$ cat src/verilog/pwm_timing_regs.svh
// Offsets, reset values, field positions and timing counts of the PWM timing core.
// Assumes a 125 MHz clock and a switching cycle programmed as a count of clocks.
`ifndef PWM_TIMING_REGS_SVH
`define PWM_TIMING_REGS_SVH

`define CLK_PERIOD_NS    8
`define STRAP_WAIT_NS    200
`define STRAP_WAIT_CYC   ((`STRAP_WAIT_NS + `CLK_PERIOD_NS - 1) / `CLK_PERIOD_NS)

`define REG_CYCLE_LEN    8'h00
`define REG_SETTLE       8'h04
`define REG_STATUS       8'h08

`define CYCLE_LEN_RST    16'h0190
`define SETTLE_RST       16'h0010
`define CYCLE_LEN_MIN    16'h0010

`define ST_NPHASE_LSB    0
`define ST_STATE_LSB     3
`define ST_SHUT_BIT      6
`define ST_REF_LSB       8

`define VID_SHUTDOWN     5'h1f
`define VID_RST          5'h1e
`define VREF_TOP_MV      11'h60e
`define VREF_STEP_MV     11'h019
`define THIRD_MUL        16'h5556

`endif

$ cat src/verilog/pwm_timing_pkg.sv
// Types shared by the PWM timing core and its helpers.
// Assumes the constants header is included where numbers are needed.
package pwm_timing_pkg;
   typedef enum logic [2:0] {
      ST_STRAP = 3'b001,
      ST_RUN   = 3'b010,
      ST_SHUT  = 3'b100
   } run_state_type;
   typedef logic [9:0]  sample_type;
   typedef logic [10:0] imbalance_type;
endpackage

$ cat src/verilog/multiphase_pwm_timing.sv
// Top of the interleaved PWM timing core: phase timing, straps, sampling, registers.
// Assumes ramp crossings and sense values are synchronous digital inputs.
//
// Decided for this implementation: the placing of the registers and the address-and-strobe port.
`timescale 1ns/10ps
`default_nettype none
`include "pwm_timing_regs.svh"
module multiphase_pwm_timing import pwm_timing_pkg::*; (
   input  wire logic        clk,                        // 125 MHz clock
   input  wire logic        nrst,                       // Async reset, low
   input  wire logic [7:0]  reg_addr,                   // Register byte address
   input  wire logic [31:0] reg_wdata,                  // Register write data
   input  wire logic        reg_wr,                     // Write strobe
   input  wire logic        reg_rd,                     // Read strobe
   output logic [31:0]      reg_rdata,                  // Read data, next cycle
   input  wire logic [4:0]  voltage_select_code,        // Voltage select inputs
   input  wire logic [3:0]  ramp_cross,                 // Corrected error above ramp
   input  wire sample_type  phase_current_sense_input_1, // Phase 1 sense
   input  wire sample_type  phase_current_sense_input_2, // Phase 2 sense
   input  wire sample_type  phase_current_sense_input_3, // Phase 3 sense
   input  wire sample_type  phase_current_sense_input_4, // Phase 4 sense
   output logic             phase_out_1,                // Phase 1 level
   output logic             phase_out_1_oe,             // Phase 1 drive enable
   output logic             phase_out_2,                // Phase 2 level
   output logic             phase_out_2_oe,             // Phase 2 drive enable
   input  wire logic        phase_out_3_count_strap_i,  // Phase 3 pin level
   output logic             phase_out_3_count_strap_o,  // Phase 3 level
   output logic             phase_out_3_count_strap_oe, // Phase 3 drive enable
   input  wire logic        phase_out_4_count_strap_i,  // Phase 4 pin level
   output logic             phase_out_4_count_strap_o,  // Phase 4 level
   output logic             phase_out_4_count_strap_oe, // Phase 4 drive enable
   output logic [3:0]       sample_strobe,              // Sample-and-hold pulses
   output sample_type       mean_phase_current,         // Mean of active samples
   output imbalance_type    phase_imbalance_current [4], // Per-phase imbalance
   output logic [10:0]      reference_mv,               // Reference level
   output logic             shutdown                    // Shutdown state
);

   // Registers and state
   run_state_type state_q;
   run_state_type state_d;
   logic [15:0]   len_q;
   logic [15:0]   settle_q;
   logic [15:0]   len_run_q;
   logic [15:0]   settle_run_q;
   logic [15:0]   cyc_q;
   logic [7:0]    wait_q;
   logic [2:0]    nphase_q;
   logic [3:0]    active_q;
   logic [3:0]    pwm_q;
   logic [3:0]    oe_q;
   logic [3:0]    blank_q;
   logic [15:0]   foff_q [4];
   sample_type    hold_q [4];
   logic [3:0]    strobe_q;
   logic [31:0]   rdata_q;
   logic          shut_out_q;

   // Submodule outputs
   logic          vid_shut;
   logic [4:0]    ref_code;
   logic [10:0]   ref_mv;
   sample_type    mean_cur;
   imbalance_type err_cur [4];

   // Strap decode from floating pins
   function automatic logic [2:0] strap_count(input logic p3, input logic p4);
      if (p3)
         strap_count = 3'h2;
      else if (p4)
         strap_count = 3'h3;
      else
         strap_count = 3'h4;
   endfunction

   function automatic logic [3:0] count_mask(input logic [2:0] n);
      case (n)
         3'h2:    count_mask = 4'h3;
         3'h3:    count_mask = 4'h7;
         default: count_mask = 4'hf;
      endcase
   endfunction

   // Spacing between successive terminations
   // Three phases use a fixed-point third of the length
   function automatic logic [15:0] phase_step(input logic [2:0] n, input logic [15:0] len);
      logic [31:0] prod;
      prod = {16'h0000, len} * {16'h0000, `THIRD_MUL};
      case (n)
         3'h2:    phase_step = {1'b0, len[15:1]};
         3'h3:    phase_step = prod[31:16];
         default: phase_step = {2'b00, len[15:2]};
      endcase
   endfunction

   function automatic logic [15:0] clamp_len(input logic [15:0] v);
      clamp_len = (v < `CYCLE_LEN_MIN) ? `CYCLE_LEN_MIN : v;
   endfunction

   // Register decode
   wire        hit_len    = (reg_addr == `REG_CYCLE_LEN);
   wire        hit_settle = (reg_addr == `REG_SETTLE);
   wire        hit_status = (reg_addr == `REG_STATUS);
   wire        wr_len     = reg_wr && hit_len;
   wire        wr_settle  = reg_wr && hit_settle;
   wire [31:0] status_word = {19'h00000,
                              ref_code,
                              1'b0,
                              vid_shut,
                              state_q,
                              nphase_q};
   wire [31:0] rdata_d = !reg_rd    ? 32'h00000000 :
                         hit_len    ? {16'h0000, len_q} :
                         hit_settle ? {16'h0000, settle_q} :
                         hit_status ? status_word :
                         32'h00000000;

   // Timing decode
   wire        running   = (state_q == ST_RUN);
   wire [15:0] step      = phase_step(nphase_q, len_run_q);
   wire [15:0] quarter   = {2'b00, len_run_q[15:2]};
   wire [15:0] off_1     = step;
   wire [15:0] off_2     = 16'(step + step);
   wire [15:0] off_3     = 16'(off_2 + step);
   wire        cyc_wrap  = (cyc_q == 16'(len_run_q - 16'h0001));
   wire [15:0] cyc_d     = (!running || cyc_wrap) ? 16'h0000 : 16'(cyc_q + 16'h0001);
   wire [3:0]  term;
   wire        cycle_start;
   wire        strap_done = (wait_q == 8'(`STRAP_WAIT_CYC));
   wire [2:0]  strap_n    = strap_count(phase_out_3_count_strap_i, phase_out_4_count_strap_i);

   // Sense inputs gathered by phase index
   sample_type sense_in [4];
   assign sense_in[0] = phase_current_sense_input_1;
   assign sense_in[1] = phase_current_sense_input_2;
   assign sense_in[2] = phase_current_sense_input_3;
   assign sense_in[3] = phase_current_sense_input_4;

   assign term[0] = running && active_q[0] && (cyc_q == 16'h0000);
   assign term[1] = running && active_q[1] && (cyc_q == off_1);
   assign term[2] = running && active_q[2] && (cyc_q == off_2);
   assign term[3] = running && active_q[3] && (cyc_q == off_3);
   assign cycle_start = term[0];

   // Per-phase next state
   // Termination takes priority over blanking and the ramp
   logic [3:0]  pwm_d;
   logic [3:0]  blank_d;
   logic [3:0]  strobe_d;
   logic [15:0] foff_d [4];
   always_comb begin
      for (int k = 0; k < 4; k++) begin
         pwm_d[k]    = pwm_q[k];
         blank_d[k]  = blank_q[k];
         foff_d[k]   = foff_q[k];
         strobe_d[k] = 1'b0;
         if (!running || !active_q[k]) begin
            pwm_d[k]   = 1'b0;
            blank_d[k] = 1'b0;
            foff_d[k]  = 16'h0000;
         end else if (term[k]) begin
            pwm_d[k]   = 1'b0;
            blank_d[k] = 1'b1;
            foff_d[k]  = 16'h0000;
         end else if (blank_q[k]) begin
            foff_d[k] = 16'(foff_q[k] + 16'h0001);
            strobe_d[k] = (foff_q[k] == settle_run_q);
            if (foff_d[k] >= quarter)
               blank_d[k] = 1'b0;
         end else if (!pwm_q[k] && ramp_cross[k]) begin
            pwm_d[k] = 1'b1;
         end
      end
   end

   // Run sequencing
   always_comb begin
      state_d = state_q;
      case (state_q)
         ST_STRAP: begin
            if (vid_shut)
               state_d = ST_SHUT;
            else if (strap_done)
               state_d = ST_RUN;
         end
         ST_RUN: begin
            if (vid_shut)
               state_d = ST_SHUT;
         end
         ST_SHUT: begin
            if (!vid_shut)
               state_d = ST_STRAP;
         end
         default: state_d = ST_STRAP;
      endcase
   end

   // Sequencing register
   always_ff @(posedge clk or negedge nrst) begin
      if (!nrst)
         state_q <= ST_STRAP;
      else
         state_q <= state_d;
   end

   // Strap wait counts only while the pins float
   always_ff @(posedge clk or negedge nrst) begin
      if (!nrst)
         wait_q <= 8'h00;
      else
         wait_q <= (state_q == ST_STRAP && !strap_done) ? 8'(wait_q + 8'h01) : 8'h00;
   end

   // Strap capture while pins float
   // Lengths written while running wait for the next restart
   always_ff @(posedge clk or negedge nrst) begin
      if (!nrst) begin
         nphase_q     <= 3'h4;
         active_q     <= 4'h0;
         len_run_q    <= `CYCLE_LEN_RST;
         settle_run_q <= `SETTLE_RST;
      end else if (state_q == ST_STRAP && strap_done && !vid_shut) begin
         nphase_q     <= strap_n;
         active_q     <= count_mask(strap_n);
         len_run_q    <= len_q;
         settle_run_q <= settle_q;
      end else if (state_q != ST_RUN) begin
         active_q <= 4'h0;
      end
   end

   // Software registers
   always_ff @(posedge clk or negedge nrst) begin
      if (!nrst) begin
         len_q    <= `CYCLE_LEN_RST;
         settle_q <= `SETTLE_RST;
      end else begin
         if (wr_len)
            len_q <= clamp_len(reg_wdata[15:0]);
         if (wr_settle)
            settle_q <= reg_wdata[15:0];
      end
   end

   // Read data stands for the one cycle after the strobe
   always_ff @(posedge clk or negedge nrst) begin
      if (!nrst)
         rdata_q <= 32'h00000000;
      else
         rdata_q <= rdata_d;
   end

   // Cycle counter
   always_ff @(posedge clk or negedge nrst) begin
      if (!nrst)
         cyc_q <= 16'h0000;
      else
         cyc_q <= cyc_d;
   end

   // Phase outputs and drive enables
   always_ff @(posedge clk or negedge nrst) begin
      if (!nrst) begin
         pwm_q    <= 4'h0;
         oe_q     <= 4'h0;
         blank_q  <= 4'h0;
         strobe_q <= 4'h0;
      end else begin
         pwm_q    <= pwm_d;
         blank_q  <= blank_d;
         strobe_q <= strobe_d;
         oe_q     <= running ? active_q : 4'h0;
      end
   end

   // Forced off counters
   always_ff @(posedge clk or negedge nrst) begin
      if (!nrst) begin
         for (int k = 0; k < 4; k++)
            foff_q[k] <= 16'h0000;
      end else begin
         for (int k = 0; k < 4; k++)
            foff_q[k] <= foff_d[k];
      end
   end

   // Held samples; an inactive phase holds zero so the mean ignores it
   always_ff @(posedge clk or negedge nrst) begin
      if (!nrst) begin
         for (int k = 0; k < 4; k++)
            hold_q[k] <= 10'h000;
      end else begin
         for (int k = 0; k < 4; k++)
            if (!active_q[k])
               hold_q[k] <= 10'h000;
            else if (strobe_d[k])
               hold_q[k] <= sense_in[k];
      end
   end

   always_ff @(posedge clk or negedge nrst) begin
      if (!nrst)
         shut_out_q <= 1'b0;
      else
         shut_out_q <= (state_d == ST_SHUT);
   end

   vid_reference u_vid (
      .clk         (clk),
      .nrst        (nrst),
      .cycle_start (cycle_start),
      .code        (voltage_select_code),
      .shut_q      (vid_shut),
      .ref_code_q  (ref_code),
      .ref_mv_q    (ref_mv)
   );

   current_balance u_bal (
      .clk    (clk),
      .nrst   (nrst),
      .active (active_q),
      .nphase (nphase_q),
      .hold   (hold_q),
      .mean_q (mean_cur),
      .err_q  (err_cur)
   );

   // Output mapping
   assign reg_rdata                  = rdata_q;
   assign phase_out_1                = pwm_q[0];
   assign phase_out_1_oe             = oe_q[0];
   assign phase_out_2                = pwm_q[1];
   assign phase_out_2_oe             = oe_q[1];
   assign phase_out_3_count_strap_o  = pwm_q[2];
   assign phase_out_3_count_strap_oe = oe_q[2];
   assign phase_out_4_count_strap_o  = pwm_q[3];
   assign phase_out_4_count_strap_oe = oe_q[3];
   assign sample_strobe              = strobe_q;
   assign mean_phase_current         = mean_cur;
   assign phase_imbalance_current    = err_cur;
   assign reference_mv               = ref_mv;
   assign shutdown                   = shut_out_q;

endmodule // multiphase_pwm_timing
`default_nettype wire

$ cat src/verilog/vid_reference.sv
// Voltage select decode and stepped reference tracking.
// Assumes cycle_start pulses once per switching cycle while running.
`timescale 1ns/10ps
`default_nettype none
`include "pwm_timing_regs.svh"
module vid_reference import pwm_timing_pkg::*; (
   input  wire logic        clk,          // System clock
   input  wire logic        nrst,         // Async reset, low
   input  wire logic        cycle_start,  // Start of switching cycle
   input  wire logic [4:0]  code,         // Voltage select code
   output logic             shut_q,       // Shutdown code present
   output logic [4:0]       ref_code_q,   // Present reference code
   output logic [10:0]      ref_mv_q      // Reference in millivolts
);
   logic [4:0] cand_q;
   logic [4:0] target_q;
   logic       half_q;
   wire        step_now = cycle_start && half_q && (ref_code_q != target_q);
   wire [4:0]  ref_code_d = (target_q > ref_code_q) ? ref_code_q + 5'h01 : ref_code_q - 5'h01;

   function automatic logic [10:0] code_to_mv(input logic [4:0] c);
      code_to_mv = `VREF_TOP_MV - 11'(`VREF_STEP_MV * {6'h00, c});
   endfunction

   always_ff @(posedge clk or negedge nrst) begin
      if (!nrst) begin
         shut_q     <= 1'b0;
         cand_q     <= `VID_RST;
         target_q   <= `VID_RST;
         half_q     <= 1'b0;
         ref_code_q <= `VID_RST;
         ref_mv_q   <= 11'h000;
      end else begin
         shut_q   <= (code == `VID_SHUTDOWN);
         ref_mv_q <= code_to_mv(ref_code_q);
         if (cycle_start) begin
            cand_q <= code;
            half_q <= ~half_q;
            if (code == cand_q && code != `VID_SHUTDOWN)
               target_q <= cand_q;
         end
         if (step_now)
            ref_code_q <= ref_code_d;
      end
   end
endmodule // vid_reference
`default_nettype wire

$ cat src/verilog/current_balance.sv
// Mean current and per-phase imbalance from held samples.
// Assumes inactive phases hold zero samples and nphase is 2, 3 or 4.
`timescale 1ns/10ps
`default_nettype none
`include "pwm_timing_regs.svh"
module current_balance import pwm_timing_pkg::*; (
   input  wire logic           clk,      // System clock
   input  wire logic           nrst,     // Async reset, low
   input  wire logic [3:0]     active,   // Active phase mask
   input  wire logic [2:0]     nphase,   // Active phase count
   input  wire sample_type     hold [4], // Held samples
   output sample_type          mean_q,   // Mean current
   output imbalance_type       err_q [4] // Sample minus mean
);
   logic [11:0] sum;
   logic [27:0] third;
   sample_type  mean_d;
   always_comb begin
      sum = 12'h000;
      for (int k = 0; k < 4; k++)
         if (active[k]) sum = sum + {2'b00, hold[k]};
      third = {16'h0000, sum} * {12'h000, `THIRD_MUL};
      case (nphase)
         3'h2:    mean_d = sum[10:1];
         3'h3:    mean_d = third[25:16];
         default: mean_d = sum[11:2];
      endcase
   end
   always_ff @(posedge clk or negedge nrst) begin
      if (!nrst) begin
         mean_q <= 10'h000;
         for (int k = 0; k < 4; k++) err_q[k] <= 11'h000;
      end else begin
         mean_q <= mean_d;
         for (int k = 0; k < 4; k++)
            err_q[k] <= active[k] ? ({1'b0, hold[k]} - {1'b0, mean_d}) : 11'h000;
      end
   end
endmodule // current_balance
`default_nettype wire

$ cat config.mk
export PLATFORM = sky130hd
export DESIGN_NAME = multiphase_pwm_timing
export DESIGN_NICKNAME = d
export VERILOG_FILES = /design/src/verilog/pwm_timing_pkg.sv /design/src/verilog/multiphase_pwm_timing.sv /design/src/verilog/vid_reference.sv /design/src/verilog/current_balance.sv
export VERILOG_INCLUDE_DIRS = /design/src /design/src/verilog
export SDC_FILE = /design/constraint.sdc
export NUM_CORES = 1
export LEC_CHECK = 0
export BUFFER_PORTS_ARGS = -buffer_cell sky130_fd_sc_hd__buf_2
export CAP_MARGIN = 10
export CORE_MARGIN = 8
export CORE_UTILIZATION = 45
export DETAILED_ROUTE_END_ITERATION = 16
export PLACE_DENSITY_LB_ADDON = 0.25
export SLEW_MARGIN = 0
export SYNTH_ARGS = -nofsm -noshare
export SYNTH_HDL_FRONTEND = slang
export SYNTH_SLANG_ARGS = --single-unit
$ cat constraint.sdc
create_clock -name clk -period 26.5 [get_ports clk]
set_input_delay 1.325 -clock clk [delete_from_list [all_inputs] [get_ports clk]]
set_output_delay 1.325 -clock clk [all_outputs]
set_load 0.02 [all_outputs]
==> results.rst <==
.. list-table::
   :header-rows: 1

   * - Metric
     - Value
   * - GPL Wtd Cong
     - 0.932
   * - Number of levels the H-tree was split into
     - 2
   * - Number of placed I/O pins
     - 205
   * - Post-cts gate resize count
     - 0
   * - Count of filler cells inserted in the layout
     - 6094
   * - Number of endpoints failing setup at the final stage
     - 0
   * - Hold Path End
     - u_vid.half_q
   * - Area delta synth->final
     - 9.44%
   * - Global-route wire length before repair
     - 130000 um
   * - EDFF count, synth
     - 0
   * - Number of warnings printed during yosys synthesis
     - 0
   * - Number of synthesized register bits
     - roughly 320
   * - Total CTS buffers
     - 36
   * - Buffers & Inverters on Critical Path
     - 5
   * - Starting Density
     - 0.454
   * - Fin crit period
     - between 10 and 15 ns
   * - Top cell types by occurrence after synthesis
     - sky130_fd_sc_hd__ha_1 (343), sky130_fd_sc_hd__inv_1 (320), sky130_fd_sc_hd__dfrtp_1 (293)
   * - Flip-flop cell with the highest count after synthesis
     - sky130_fd_sc_hd__dfrtp_1
   * - Maximum net fanout on the critical path
     - 42
   * - Routed wirelength normalized by instance count
     - 19.6 um
   * - Cell Area, Synth
     - 0.0292 mm^2
   * - Setup slack of the most critical reg-to-reg path
     - between 10 and 15 ns
   * - Pin count of the biggest net entering global routing
     - 127
   * - Die Width
     - 271 um
   * - Sort of element at the start of the critical path
     - flop
   * - Origin of the worst min-delay path
     - u_vid.half_q
   * - TritonCTS clock tree
     - done
   * - Netlist cell types
     - 90
   * - First drt pass iteration count
     - 9
   * - Number of design-rule violations left by the first detailed-router iteration
     - 1619
   * - Die Height
     - 271 um
   * - Placed cell count
     - 4115
   * - Post-synthesis area per instance
     - between 9 and 10 um^2
   * - Unrepaired setup endpoints after global routing
     - false
   * - Delay contributed by the slowest stage of the critical path
     - 1.00 ns
   * - Count of vias placed by the detailed router
     - 23100
   * - Post-CTS clock slew at the launch and capture registers of the worst setup and hold paths
     - 0.06 ns
   * - Final total negative setup slack
     - 0 ns
   * - Period Utilization, post-route
     - 0.517
   * - Dominant cells by area after synthesis
     - sky130_fd_sc_hd__dfrtp_1 (25%), sky130_fd_sc_hd__ha_1 (15%), sky130_fd_sc_hd__fa_1 (8.3%)
   * - Share of post-route cells with drive strength above 1
     - 0.118
   * - Port Buffer Count
     - roughly 170
   * - Hold path depth
     - 1
   * - Max transition margin
     - 0.150
   * - Gr ovfl total
     - 0
   * - Total global-route track usage
     - 0.219
   * - Crit Path Category
     - reg2reg
   * - Final core area utilization
     - 0.497
   * - Die Area
     - ~0.073 mm^2
   * - HPWL after detailed placement
     - 63000 um
   * - Worst hold path class
     - reg2reg
   * - Share of Yosys cell area claimed by the top area cell type
     - 0.251
   * - Area of combinational cells with multiple inputs
     - just under 0.02 mm^2
   * - Buffers from clock root to sink, at most
     - 3
   * - Residual DRC count
     - 0
   * - Outcome
     - complete, no violations
   * - Areal power density over the cells
     - 60.4 mW/mm^2
   * - Root Driver
     - sky130_fd_sc_hd__clkbuf_16
   * - Number of buffers inserted to repair setup after CTS
     - 0
   * - Floorplan core area
     - roughly 0.064 mm^2
   * - Instance count of the mapped netlist
     - 3206
   * - Max-cap violations
     - 0
   * - Worst endpoint required time
     - 26.91 ns
   * - Sequential cell area
     - just under 0.008 mm^2
   * - Number of global-route vias before repair
     - roughly 23000
   * - Post-route insts no fill
     - 4182
   * - Standby leakage power
     - 16.2 nW
   * - Number of cell instances on the worst register-to-register path
     - 52
   * - Top delay family on crit path
     - compound AO/OA/AOI/OAI gates
   * - Arr. time, crit path
     - between 10 and 15 ns
   * - Peak supply drop
     - 0.0543 mV
   * - Launch instance of the worst register-to-register path
     - active_q[1]
   * - Vias per inst
     - between 5 and 6
   * - Seq/Total Area, Yosys
     - 0.271
   * - Min Hold Slack
     - 0.470 ns
   * - Final count of hold timing violations
     - 0
   * - Antenna violations before repair
     - 4
   * - # hold bufs at CTS
     - 0
   * - Cell type with the largest total area after synthesis
     - sky130_fd_sc_hd__dfrtp_1
   * - Critical R2R Capture
     - u_bal.err_q[31]
   * - Std-Cell Rows
     - 93
   * - Count of antenna-violating nets left after detailed routing
     - 0
   * - Number of max-slew violations in the final report
     - 0
   * - Most numerous cell on the critical path
     - sky130_fd_sc_hd__ha_1
   * - Crit path max-delay cell type
     - sky130_fd_sc_hd__o21ai_0
   * - Category of the worst setup path capture point
     - flop
   * - Slew at the pin closest to its max-slew limit
     - 1.26 ns
   * - Worst clock skew
     - around 0.032 ns
   * - Final-stage net count
     - 3857
   * - Routed wire length
     - 81800 um
   * - Maximum frequency from static timing analysis
     - 73.0 MHz
   * - Skew-Pair Late Insertion Delay
     - 0.56 ns
   * - Clock sinks
     - 315
   * - Fraction of registers with async set/reset
     - 1.00
   * - Most repeated cell in the gate-level netlist after synthesis
     - sky130_fd_sc_hd__ha_1
## cells by family (layout without fill, tap and decap cells)
family          count (synthesis)  in the layout  share of synthesized area
compound gates                535            535                      0.121
xor+xnor                      346            346                      0.104
fa+ha+maj                     466            466                      0.231
buf+inv                       483            588                     0.0654
flops                         315            315                      0.271
mux                           143            143                     0.0529
other cells                     1             17                   0.000128
simple gates                  917            917                      0.156
## state kept, by name, summed over array words and instances, names as in the netlist, 5 cells and up
signal / cells
foff_q: 64
u_bal.err_q: 44
hold_q: 40
cyc_q: 16
len_q: 16
len_run_q: 16
reg_rdata: 16
settle_q: 16
settle_run_q: 16
u_vid.ref_mv_q: 11
u_bal.mean_q: 10
wait_q: 8
u_vid.cand_q: 5
u_vid.ref_code_q: 5
u_vid.target_q: 5
## layout make-up
class | count | area share
Multi-Input combinational cell | 2423 | 0.609
Sequential cell | 315 | 0.247
Inverter | 320 | 0.0376
Timing Repair Buffer | 202 | 0.0343
Antenna cell | 1 | 0.0000783
Clock buffer | 52 | 0.0326
Tap cell | 855 | 0.0335
Clock inverter | 14 | 0.00528
## cells in the final DEF, fill, tap and decap left out, types with 19 or more instances in the layout
| cell type | instances |
|---|---|
| sky130_fd_sc_hd__a211oi_1 | 19 |
| sky130_fd_sc_hd__a21o_1 | 65 |
| sky130_fd_sc_hd__a21oi_1 | 141 |
| sky130_fd_sc_hd__and2_1 | 34 |
| sky130_fd_sc_hd__and3_1 | 60 |
| sky130_fd_sc_hd__buf_2 | 171 |
| sky130_fd_sc_hd__buf_4 | 30 |
| sky130_fd_sc_hd__clkbuf_16 | 37 |
| sky130_fd_sc_hd__dfrtp_1 | 293 |
| sky130_fd_sc_hd__dfstp_2 | 22 |
| sky130_fd_sc_hd__fa_1 | 121 |
| sky130_fd_sc_hd__ha_1 | 343 |
| sky130_fd_sc_hd__inv_1 | 320 |
| sky130_fd_sc_hd__mux2_2 | 82 |
| sky130_fd_sc_hd__mux2i_1 | 60 |
| sky130_fd_sc_hd__nand2_1 | 219 |
| sky130_fd_sc_hd__nand2b_1 | 24 |
| sky130_fd_sc_hd__nand3_1 | 71 |
| sky130_fd_sc_hd__nand4_1 | 41 |
| sky130_fd_sc_hd__nor2_1 | 238 |
| sky130_fd_sc_hd__nor2b_1 | 52 |
| sky130_fd_sc_hd__nor3_1 | 62 |
| sky130_fd_sc_hd__nor4_1 | 29 |
| sky130_fd_sc_hd__o21a_1 | 22 |
| sky130_fd_sc_hd__o21ai_0 | 107 |
| sky130_fd_sc_hd__o31ai_1 | 19 |
| sky130_fd_sc_hd__xnor2_1 | 138 |
| sky130_fd_sc_hd__xor2_1 | 208 |
## worst max-delay path by stage
stage                     start              end  slack, ns  cells after the start
CTS                 active_q[1]  u_bal.err_q[42]      12.88                     52
global route        active_q[1]  u_bal.err_q[42]      11.94                     53
global placement    active_q[1]  u_bal.err_q[42]      13.06                     52
floorplan           active_q[1]  u_bal.err_q[20]      14.15                     61
detailed placement  active_q[1]  u_bal.err_q[42]      12.92                     52
finish              active_q[1]  u_bal.err_q[31]      12.80                     52
## through the flow
stage	area [um^2]	power [mW]	setup WS (ns)
floorplan	29300	1.17	14.15
global placement	30800	1.40	13.06
detailed placement	30800	1.41	12.92
CTS	32000	1.93	12.88
global route	32000	2.05	11.94
finish	32000	1.93	12.80
## power by group
group	internal [mW]	total, mW	leakage, nW	switching [mW]
clock	0.305	0.516	0.578	0.212
sequential	0.503	0.535	4.26	0.0321
combinational	0.342	0.879	11.4	0.537
total	1.15	1.93	16.2	0.781
## per-layer routing
layer,share of wire,GRT usage,vias to the layer above
li1,-,-,11200
met1,0.45,0.300,11200
met2,0.46,0.360,663
met3,0.061,0.0318,136
met4,0.025,0.0556,6
met5,0.00046,0,-
(Power assumes the default switching activity.)
